[config.mk]
export PLATFORM = sky130hd
export DESIGN_NAME = sfc_spi_front
export DESIGN_NICKNAME = d
export VERILOG_FILES = /design/src/sfc_fifo.v /design/src/sfc_spi_front.v
export VERILOG_INCLUDE_DIRS = /design/src /design/src/src
export SDC_FILE = /design/constraint.sdc
export NUM_CORES = 1
export LEC_CHECK = 0
export BUFFER_PORTS_ARGS = -buffer_cell sky130_fd_sc_hd__clkbuf_2
export CORE_UTILIZATION = 55
export DETAILED_ROUTE_END_ITERATION = 10
export GPL_ROUTABILITY_DRIVEN = 0
export PLACE_DENSITY = 0.73
export SETUP_SLACK_MARGIN = 0.02
export SYNTH_ARGS = -nofsm -noshare
export SYNTH_HDL_FRONTEND = slang
export SYNTH_HIERARCHICAL = 1
export SYNTH_SLANG_ARGS = --single-unit
[constraint.sdc]
create_clock -name clk -period 2.83 [get_ports clk]
set_input_delay 0.566 -clock clk [delete_from_list [all_inputs] [get_ports clk]]
set_output_delay 0.566 -clock clk [all_outputs]
set_load 0.02 [all_outputs]
[src/sfc_defs.vh]
// constants for the serial command front end
`ifndef SFC_DEFS_VH
`define SFC_DEFS_VH
`define SFC_OP_SET_WL 8'h06
`define SFC_OP_CLR_WL 8'h04
`define SFC_OP_STAT_RD 8'h05
`define SFC_OP_STAT_WR 8'h01
`define SFC_OP_MEM_RD 8'h03
`define SFC_OP_FAST_RD 8'h0B
`define SFC_OP_MEM_WR 8'h02
`define SFC_OP_SLEEP 8'hB9
`define SFC_OP_ID_RD 8'h9F
`define SFC_ADDR_W 18
`define SFC_ADDR_BYTES 3'h3
`define SFC_BIT_LAST 3'h7
`define SFC_SR_WEL 1
`define SFC_SR_BP0 2
`define SFC_SR_BP1 3
`define SFC_SR_PROTECT_PIN_ENABLE 7
`define SFC_SR_FIXED 8'h40
`define SFC_CMD_NONE 4'h0
`define SFC_CMD_SET_WL 4'h1
`define SFC_CMD_CLR_WL 4'h2
`define SFC_CMD_STAT_RD 4'h3
`define SFC_CMD_STAT_WR 4'h4
`define SFC_CMD_MEM_RD 4'h5
`define SFC_CMD_FAST_RD 4'h6
`define SFC_CMD_MEM_WR 4'h7
`define SFC_CMD_SLEEP 4'h8
`define SFC_CMD_ID_RD 4'h9
`define SFC_CMD_BAD 4'hF
`endif

[src/sfc_fifo.v]
// small synchronous fifo with valid/ready on both sides
`timescale 1ns/10ps
module sfc_fifo #(
	parameter WIDTH = 8,
	parameter DEPTH = 8,
	parameter AW = 3
) (
	// clock and reset
	input wire clk,
	input wire nrst,
	// fill side
	input wire inValid,
	input wire [WIDTH-1:0] inData,
	output wire inReady,
	// drain side
	output wire outValid,
	output wire [WIDTH-1:0] outData,
	input wire outReady
);
	reg [WIDTH-1:0] mem [0:DEPTH-1];
	reg [AW:0] wrPtr_r;
	reg [AW:0] rdPtr_r;
	wire full;
	wire empty;
	assign empty = (wrPtr_r == rdPtr_r);
	assign full = (wrPtr_r[AW] != rdPtr_r[AW]) && (wrPtr_r[AW-1:0] == rdPtr_r[AW-1:0]);
	assign inReady = !full;
	assign outValid = !empty;
	assign outData = mem[rdPtr_r[AW-1:0]];
	always @(posedge clk) begin
		if (inValid && !full)
			mem[wrPtr_r[AW-1:0]] <= inData;
	end
	always @(posedge clk or negedge nrst) begin
		if (!nrst) begin
			wrPtr_r <= {(AW+1){1'b0}};
			rdPtr_r <= {(AW+1){1'b0}};
		end else begin
			if (inValid && !full)
				wrPtr_r <= wrPtr_r + 1'b1;
			if (outReady && !empty)
				rdPtr_r <= rdPtr_r + 1'b1;
		end
	end
endmodule // sfc_fifo

[src/sfc_spi_front.v]
// spi slave command front end: framing, opcode decode, write latch, status
`timescale 1ns/10ps
`include "sfc_defs.vh"
module sfc_spi_front #(
	parameter ADDR_W = `SFC_ADDR_W,
	parameter FIFO_DEPTH = 8
) (
	// clock and reset
	input wire clk,
	input wire nrst,
	// spi pins (asynchronous to clk)
	input wire csN,
	input wire sck,
	input wire si,
	output reg so,
	output reg soOeN,
	// write protect pin
	input wire wpN,
	// memory data to send for reads
	input wire [7:0] rdData,
	// decoded command and address
	output reg [3:0] cmdCode,
	output reg cmdValid,
	output reg [ADDR_W-1:0] memAddr,
	output reg addrValid,
	output reg spiMode3,
	// received write data stream
	output reg wrValid,
	output reg [7:0] wrData,
	input wire wrReady,
	// status and fifo back-pressure
	output reg [7:0] statusReg,
	output reg writeLatchFlag,
	output reg fifoStall
);
	localparam ST_IDLE = 3'h0;
	localparam ST_OPC = 3'h1;
	localparam ST_ADDR = 3'h2;
	localparam ST_DATA = 3'h3;
	localparam ST_DEAD = 3'h4;

	// ----------------------------------------------------------------
	// opcode decode
	// ----------------------------------------------------------------
	function [3:0] decodeOp;
		input [7:0] op;
		begin
			case (op)
				`SFC_OP_SET_WL: decodeOp = `SFC_CMD_SET_WL;
				`SFC_OP_CLR_WL: decodeOp = `SFC_CMD_CLR_WL;
				`SFC_OP_STAT_RD: decodeOp = `SFC_CMD_STAT_RD;
				`SFC_OP_STAT_WR: decodeOp = `SFC_CMD_STAT_WR;
				`SFC_OP_MEM_RD: decodeOp = `SFC_CMD_MEM_RD;
				`SFC_OP_FAST_RD: decodeOp = `SFC_CMD_FAST_RD;
				`SFC_OP_MEM_WR: decodeOp = `SFC_CMD_MEM_WR;
				`SFC_OP_SLEEP: decodeOp = `SFC_CMD_SLEEP;
				`SFC_OP_ID_RD: decodeOp = `SFC_CMD_ID_RD;
				default: decodeOp = `SFC_CMD_BAD;
			endcase
		end
	endfunction

	// ----------------------------------------------------------------
	// pin synchronisers
	// ----------------------------------------------------------------
	reg csMeta_r, csSync_r, csPrev_r;
	reg sckMeta_r, sckSync_r, sckPrev_r;
	reg siMeta_r, siSync_r;
	reg wpMeta_r, wpSync_r;
	always @(posedge clk or negedge nrst) begin
		if (!nrst) begin
			csMeta_r <= 1'b1;
			csSync_r <= 1'b1;
			csPrev_r <= 1'b1;
			sckMeta_r <= 1'b0;
			sckSync_r <= 1'b0;
			sckPrev_r <= 1'b0;
			siMeta_r <= 1'b0;
			siSync_r <= 1'b0;
			wpMeta_r <= 1'b1;
			wpSync_r <= 1'b1;
		end else begin
			csMeta_r <= csN;
			csSync_r <= csMeta_r;
			csPrev_r <= csSync_r;
			sckMeta_r <= sck;
			sckSync_r <= sckMeta_r;
			sckPrev_r <= sckSync_r;
			siMeta_r <= si;
			siSync_r <= siMeta_r;
			wpMeta_r <= wpN;
			wpSync_r <= wpMeta_r;
		end
	end
	wire csFall = csPrev_r && !csSync_r;
	wire csRise = !csPrev_r && csSync_r;
	wire selected = !csSync_r;
	// mode 3 idle-high level is not an edge: only a true low-to-high counts
	wire sckRise = selected && !sckPrev_r && sckSync_r;
	wire sckFall = selected && sckPrev_r && !sckSync_r;

	// ----------------------------------------------------------------
	// shift and sequence
	// ----------------------------------------------------------------
	reg [2:0] state_r, state_nxt;
	reg [2:0] bitCnt_r;
	reg [1:0] byteCnt_r;
	reg [7:0] shIn_r;
	reg [7:0] shOut_r;
	reg [3:0] cmd_r;
	reg wel_r;
	reg [1:0] bp_r;
	reg protect_pin_enable_r;
	reg fifoValid_r;
	reg [7:0] fifoIn_r;
	wire fifoInReady;
	wire fifoOutValid;
	wire [7:0] fifoOutData;
	wire [7:0] shNext = {shIn_r[6:0], siSync_r};
	wire byteDone = sckRise && (bitCnt_r == `SFC_BIT_LAST);
	wire [7:0] statusNow = `SFC_SR_FIXED | ({7'h00, protect_pin_enable_r} << `SFC_SR_PROTECT_PIN_ENABLE)
		| ({7'h00, bp_r[1]} << `SFC_SR_BP1) | ({7'h00, bp_r[0]} << `SFC_SR_BP0)
		| ({7'h00, wel_r} << `SFC_SR_WEL);
	wire statusLocked = protect_pin_enable_r && !wpSync_r;
	wire needsAddr = (cmd_r == `SFC_CMD_MEM_RD) || (cmd_r == `SFC_CMD_FAST_RD)
		|| (cmd_r == `SFC_CMD_MEM_WR);
	wire [3:0] opNow = decodeOp(shNext);

	always @* begin
		state_nxt = state_r;
		case (state_r)
			ST_IDLE: if (csFall) state_nxt = ST_OPC;
			ST_OPC: if (byteDone) begin
				if (opNow == `SFC_CMD_BAD)
					state_nxt = ST_DEAD;
				else if (opNow == `SFC_CMD_MEM_RD || opNow == `SFC_CMD_FAST_RD
					|| opNow == `SFC_CMD_MEM_WR)
					state_nxt = ST_ADDR;
				else
					state_nxt = ST_DATA;
			end
			ST_ADDR: if (byteDone && byteCnt_r == `SFC_ADDR_BYTES - 3'h1) state_nxt = ST_DATA;
			ST_DATA: state_nxt = ST_DATA;
			ST_DEAD: state_nxt = ST_DEAD;
			default: state_nxt = ST_IDLE;
		endcase
		if (csRise)
			state_nxt = ST_IDLE;
	end

	always @(posedge clk or negedge nrst) begin
		if (!nrst) begin
			state_r <= ST_IDLE;
			bitCnt_r <= 3'h0;
			byteCnt_r <= 2'h0;
			shIn_r <= 8'h00;
			shOut_r <= 8'h00;
			cmd_r <= `SFC_CMD_NONE;
			wel_r <= 1'b0;
			bp_r <= 2'h0;
			protect_pin_enable_r <= 1'b0;
			spiMode3 <= 1'b0;
			cmdCode <= `SFC_CMD_NONE;
			cmdValid <= 1'b0;
			memAddr <= {ADDR_W{1'b0}};
			addrValid <= 1'b0;
			so <= 1'b0;
			soOeN <= 1'b1;
			fifoValid_r <= 1'b0;
			fifoIn_r <= 8'h00;
			fifoStall <= 1'b0;
		end else begin
			state_r <= state_nxt;
			cmdValid <= 1'b0;
			addrValid <= 1'b0;
			if (fifoValid_r && fifoInReady)
				fifoValid_r <= 1'b0;
			fifoStall <= fifoValid_r && !fifoInReady;
			if (csFall) begin
				spiMode3 <= sckSync_r;
				bitCnt_r <= 3'h0;
				byteCnt_r <= 2'h0;
				cmd_r <= `SFC_CMD_NONE;
				memAddr <= {ADDR_W{1'b0}};
			end
			if (csRise) begin
				soOeN <= 1'b1;
				if (cmd_r == `SFC_CMD_CLR_WL || cmd_r == `SFC_CMD_STAT_WR
					|| cmd_r == `SFC_CMD_MEM_WR)
					wel_r <= 1'b0;
			end
			if (sckRise && (state_r == ST_OPC || state_r == ST_ADDR || state_r == ST_DATA)) begin
				shIn_r <= shNext;
				bitCnt_r <= bitCnt_r + 3'h1;
			end
			if (byteDone && state_r == ST_OPC) begin
				cmd_r <= opNow;
				cmdCode <= opNow;
				cmdValid <= 1'b1;
				if (opNow == `SFC_CMD_SET_WL)
					wel_r <= 1'b1;
				if (opNow == `SFC_CMD_STAT_RD)
					shOut_r <= statusNow;
			end
			if (byteDone && state_r == ST_ADDR) begin
				memAddr <= {memAddr[ADDR_W-9:0], shNext};
				byteCnt_r <= byteCnt_r + 2'h1;
				if (byteCnt_r == `SFC_ADDR_BYTES - 3'h1) begin
					addrValid <= 1'b1;
					if (cmd_r == `SFC_CMD_MEM_RD || cmd_r == `SFC_CMD_FAST_RD)
						shOut_r <= rdData;
				end
			end
			if (byteDone && state_r == ST_DATA) begin
				if (cmd_r == `SFC_CMD_STAT_WR && wel_r && !statusLocked) begin
					// latch flag in the written byte is ignored
					bp_r <= {shNext[`SFC_SR_BP1], shNext[`SFC_SR_BP0]};
					protect_pin_enable_r <= shNext[`SFC_SR_PROTECT_PIN_ENABLE];
				end
				if (cmd_r == `SFC_CMD_MEM_WR && wel_r) begin
					// byte handed on at once: no busy phase
					fifoValid_r <= 1'b1;
					fifoIn_r <= shNext;
				end
				if (cmd_r == `SFC_CMD_MEM_RD || cmd_r == `SFC_CMD_FAST_RD)
					shOut_r <= rdData;
				if (needsAddr)
					memAddr <= memAddr + 1'b1;
			end
			if (sckFall && state_r == ST_DATA && (cmd_r == `SFC_CMD_STAT_RD
				|| cmd_r == `SFC_CMD_MEM_RD || cmd_r == `SFC_CMD_FAST_RD)) begin
				so <= shOut_r[3'h7 - bitCnt_r];
				soOeN <= 1'b0;
			end
		end
	end

	// ----------------------------------------------------------------
	// write data buffer and output registers
	// ----------------------------------------------------------------
	sfc_fifo #(.WIDTH(8), .DEPTH(FIFO_DEPTH), .AW(3)) uFifo (
		.clk(clk),
		.nrst(nrst),
		.inValid(fifoValid_r),
		.inData(fifoIn_r),
		.inReady(fifoInReady),
		.outValid(fifoOutValid),
		.outData(fifoOutData),
		.outReady(wrReady && !wrValid)
	);
	always @(posedge clk or negedge nrst) begin
		if (!nrst) begin
			wrValid <= 1'b0;
			wrData <= 8'h00;
			statusReg <= `SFC_SR_FIXED;
			writeLatchFlag <= 1'b0;
		end else begin
			if (wrValid)
				wrValid <= 1'b0;
			else if (fifoOutValid && wrReady) begin
				wrValid <= 1'b1;
				wrData <= fifoOutData;
			end
			statusReg <= statusNow;
			writeLatchFlag <= wel_r;
		end
	end
endmodule // sfc_spi_front

==> flow_results.org <==
** Outcome
- Run status :: complete, no violations

** STA
- At the pin with the least slew margin, the transition time is 0.9394 ns.
- Final hold analysis gives a worst-case slack of approximately 0.16 ns.
- Based on the critical path, the design can be clocked at up to 0.4060 GHz.
- Setup TNS Final :: 0 ns
- In the finished design, the share of the clock period the worst path needs comes to between 80% and 90%.
- Number of slew-limit violations in the final report :: 0
- Relative slew slack :: between 30% and 40%
- Setup violations remaining at the end of the flow were counted as 0.
- On the final layout, the worst clock skew is 0.01140 ns.
- For the finished layout, the period the worst path requires is 2.463 ns.
- The hold violation count in the final report was 0.
- Setup repair after global routing left no endpoint under its margin.

** Setup path
- Worst EP arrival :: 2.74 ns
- Most repeated library cell on the critical path :: sky130_fd_sc_hd__ha_1
- Biggest fanout along the worst timing path :: 8
- The setup path with the least slack is of type flop to flop.
- The slowest stage of the critical path belongs to the cell sky130_fd_sc_hd__or4_1.
- Delay of the slowest cell on the worst path :: about 0.46 ns
- STA classifies the critical path startpoint as a flop.
- Setup slack on the worst flop-to-flop path :: 0.37 ns
- The worst setup path is captured at a flop.
- Traced cell by cell, the critical path runs through ha_1 -> ha_1 -> nand4bb_4 -> or4_1 -> inv_2 -> and3_1 -> mux2i_1 -> a21oi_1.
- Required time reported for the critical path endpoint :: roughly 3.1 ns

** Finish
- Across the whole layout, storage elements account for roughly 4400 µm².
- The finished layout holds 800 standard cells, fillers aside.
- Synthesis-to-layout area growth :: 13.47%
- The post-route netlist has roughly 28% of its cells at a drive strength greater than 1.
- Count of antenna diodes in the layout :: 0
- Once layout is done, the placed cells without fillers occupy 8451 µm².
- Filler Cells Inserted :: 1016
- In the final layout, the multi-input gates occupy between 2000 and 3000 µm².
- The final layout contains 634 nets.

** Job
- The tool flagged a number of max-cap violations equal to 0.

** Power
- For this design the ratio of total power to cell area is just over 600 nW/µm².
- Clock share of power :: slightly above 40%
- Power share of the sequential group :: 51.6%
- Internal power :: 0.003904 W
- Of the total power, combinational logic draws 8.0%.
- P_leak :: approximately 3.3 nW
- Sw frac :: 24.64%
- Total power after layout :: 0.005180 W
- VDD sags by at most 0.5023 mV.
- Summed over all nets, the switching power comes to 0.001276 W.

** Synthesis
- Fraction of the mapped netlist area in adder cells :: 1.344%
- After synthesis, the share of flip-flops with an asynchronous set or reset is a little over 60%.
- Of the total synthesized cell area, the portion taken by XOR and XNOR cells is 2.067%.
- Average instance area after synthesis :: 13.52 µm²
- Simple-Gate Fraction of Synth Area :: 11.68%
- Most used DFF post-synth :: sky130_fd_sc_hd__dfrtp_1
- Cell count after synthesis :: between 500 and 600
- After synthesis, the largest family of logic cells by area is multiplexers.
- Number of enable flip-flop cells after synthesis :: 64
- Number of distinct library cells after synthesis :: 73
- Proportion of synthesized chip area in sequential cells :: 59.17%
- Yosys warnings :: 6
- Cell area after synthesis :: 7447 µm²
- FF+latch count, synth :: about 160
- In the synthesized netlist, mux cells make up between 10% and 20% of the area.
- Compound-cell area share of the yosys netlist :: 9.274%

** CTS
- CTS resizes :: 0
- Largest buffer count on any clock path :: 2
- TritonCTS created 17 clock buffers.
- Number of levels in the clock H-tree :: 4
- Hold-fix buffers, CTS :: 0
- In this run the post-CTS setup repair buffer count came out at 0.
- Clock tree synthesis selected as its root buffer the cell sky130_fd_sc_hd__clkbuf_16.
- Clk pin slew, worst setup/hold paths :: 0.06 ns
- TritonCTS built the clock tree.
- Clk sinks :: 163
- Skew-Pair Late Insertion Delay :: 0.43 ns

** Drt
- Routed length on met2 :: 7347 µm
- Wire segments on met3 add up to 513 µm in the final route.
- Detailed-route via count :: 4731
- Total wirelength of the detailed-routed design :: around 14000 µm
- After detailed routing, no signal wire sits above met4.
- In this run, the number of DRC markers left after iteration 0 of detailed routing was 362.
- Dividing the detail-routed via count by the number of cells gives 5.914.
- Wire length per cell :: 17.85 µm
- For this run, design rule violations remaining after detail routing come to 0.
- The detailed router put a total of 6065 µm of wire on met1.
- In this run the remaining antenna-violating nets after routing total 0.
- The first detailed-routing pass ran for 4 iterations.

** Floorplan
- The die covers 14010 µm².
- Initial Utilization :: 56.24%
- Die H :: roughly 120 µm
- The die is 118.4 µm wide.
- Num ports :: 61
- The floorplan has 42 rows.
- The core region is 13240 µm².

** Placed design
- Port-buffer cells :: 56
- Half-perimeter wire length after placement :: 9688 µm
- Placement-stage cell area :: 7908 µm²
- After detailed placement, the design holds a cell count of 768.

** GRT
- The via count of the first global-routing pass was 4649.
- Entering global routing, the biggest net connects 47 pins.
- The first global-routing pass estimated 23620 µm of wire.
- Grt total ovfl :: 0
- GRT Util Overall :: 22.08%
- Number of antenna violations at the first check in global routing :: 0

** Worst hold path
- The worst hold path belongs to the class input port to async pin.
==> power groups by stage <==
stage | Sequential, W | Combinational, W | Clock (W)
floorplan | 0.00260 | 0.000377 | 0
global placement | 0.00271 | 0.000399 | 0
detailed placement | 0.00272 | 0.000411 | 0
CTS | 0.00267 | 0.000415 | 0.00215
global route | 0.00269 | 0.000470 | 0.00223
finish | 0.00267 | 0.000413 | 0.00210
==> final cells by class <==
class	count	share of cell area, %
flip-flops and latches	163	52.15
multi-input cells	335	32.90
clock buffers	23	5.789
repair buffers	76	5.123
well taps	176	2.606
inverters	18	0.7995
clock inverters	9	0.6367
==> layer usage <==
layer	up-vias	GRT usage, %
met2	113	36.51
met1	2388	27.92
met3	26	4.054
met5	-	0
met4	0	11.38
li1	2204	-
==> kinds of logic (layout without fill, tap and decap cells) <==
family	after synthesis	in the layout
other	2	4
AOI/OAI and AO/OA	95	95
and+or+nand+nor	152	152
xor gates and xnor gates	15	15
muxes	61	61
buffers and inverters	55	126
DFF	163	163
adders and majority gates	8	8
==> worst paths after layout <==
kind                        startpoint                to  cells past startpoint
setup / recovery           bitCnt_r[1]        shOut_r[7]                      8
max in group asynchronous         nrst          wpMeta_r                      2
hold reg to reg               siMeta_r          siSync_r                      0
min in group clk                   csN          csMeta_r                      1
hold / removal                    nrst  uFifo/rdPtr_r[3]                      1
setup reg to reg           bitCnt_r[1]        shOut_r[7]                      8
==> sequential cells by signal, indices dropped and copies added, names as in the netlist, 2 cells and up <==
signal and count:
state_r 3, memAddr 18, uFifo/mem 64, cmdCode 4, bitCnt_r 3, wrData 8, uFifo/wrPtr_r 4, statusReg 4
cmd_r 4, bp_r 2, byteCnt_r 2, shOut_r 8, shIn_r 7, uFifo/rdPtr_r 4, fifoIn_r 8
==> per-stage QoR <==
stage	worst slack, ns	utilization, %
after floorplan	0.4288	-
after global placement	0.4980	59.71
after detailed placement	0.3835	59.71
after CTS	0.3618	63.81
after global routing	0.1990	63.81
final	0.3672	63.81
==> Yosys cell counts (all sizes together) (3+ instances only) <==
| cell | number | area, µm² |
|---|---|---|
| nor2b | 3 | 18.77 |
| nor3b | 4 | 35.03 |
| inv | 18 | 67.57 |
| mux2 | 37 | 442.9 |
| a31oi | 5 | 31.28 |
| or4 | 3 | 22.52 |
| ha | 8 | 100.1 |
| nor3 | 8 | 40.04 |
| o311ai | 7 | 61.31 |
| nor4b | 9 | 106.4 |
| or2 | 4 | 25.02 |
| o22ai | 4 | 25.02 |
| xnor2 | 8 | 70.07 |
| xor2 | 7 | 83.83 |
| dfrtp | 93 | 2327 |
| and3 | 3 | 18.77 |
| o31ai | 3 | 22.52 |
| a21o | 4 | 30.03 |
| nand3 | 21 | 105.1 |
| nor2 | 26 | 100.1 |
| nand4b | 3 | 26.28 |
| o21ai | 26 | 130.1 |
| mux4 | 18 | 439.2 |
| buf | 15 | 121.4 |
| and4b | 3 | 30.03 |
| a21oi | 15 | 75.07 |
| a41oi | 5 | 43.79 |
| edfxtp | 64 | 1922 |
| clkbuf | 22 | 87.58 |
| nand2 | 42 | 157.7 |
| mux2i | 6 | 60.06 |
| nor4 | 8 | 65.06 |
| dfstp | 6 | 157.7 |
| a221o | 7 | 70.07 |
| nand4 | 6 | 37.54 |
==> critical path: cells and delay by family, from the launching register on <==
family	cells	cell delay, ns
simple gates	3	1.04
flops	1	0.43
fa+ha+maj	2	0.42
mux	1	0.25
compound gates	1	0.09
buf+inv	1	0.08
==> placed cells by master, fill, tap and decap left out, drive strengths merged, types with 3 or more instances in the layout <==
| master | instances |
|---|---|
| nor4b | 9 |
| a221o | 7 |
| nor3 | 8 |
| inv | 18 |
| and3 | 3 |
| edfxtp | 64 |
| mux4 | 18 |
| a21o | 4 |
| buf | 21 |
| nor2 | 26 |
| nor3b | 4 |
| dfstp | 6 |
| o22ai | 4 |
| o21ai | 26 |
| dfrtp | 93 |
| mux2i | 6 |
| a41oi | 5 |
| o31ai | 3 |
| mux2 | 37 |
| nand3 | 21 |
| clkbuf | 78 |
| nor2b | 3 |
| nand4b | 3 |
| nand4 | 6 |
| or2 | 4 |
| ha | 8 |
| xnor2 | 8 |
| a21oi | 15 |
| nand2 | 42 |
| and4b | 3 |
| nor4 | 8 |
| xor2 | 7 |
| o311ai | 7 |
| conb | 4 |
| clkinv | 7 |
| or4 | 3 |
| a31oi | 5 |
Power figures use the tool's default switching activity.
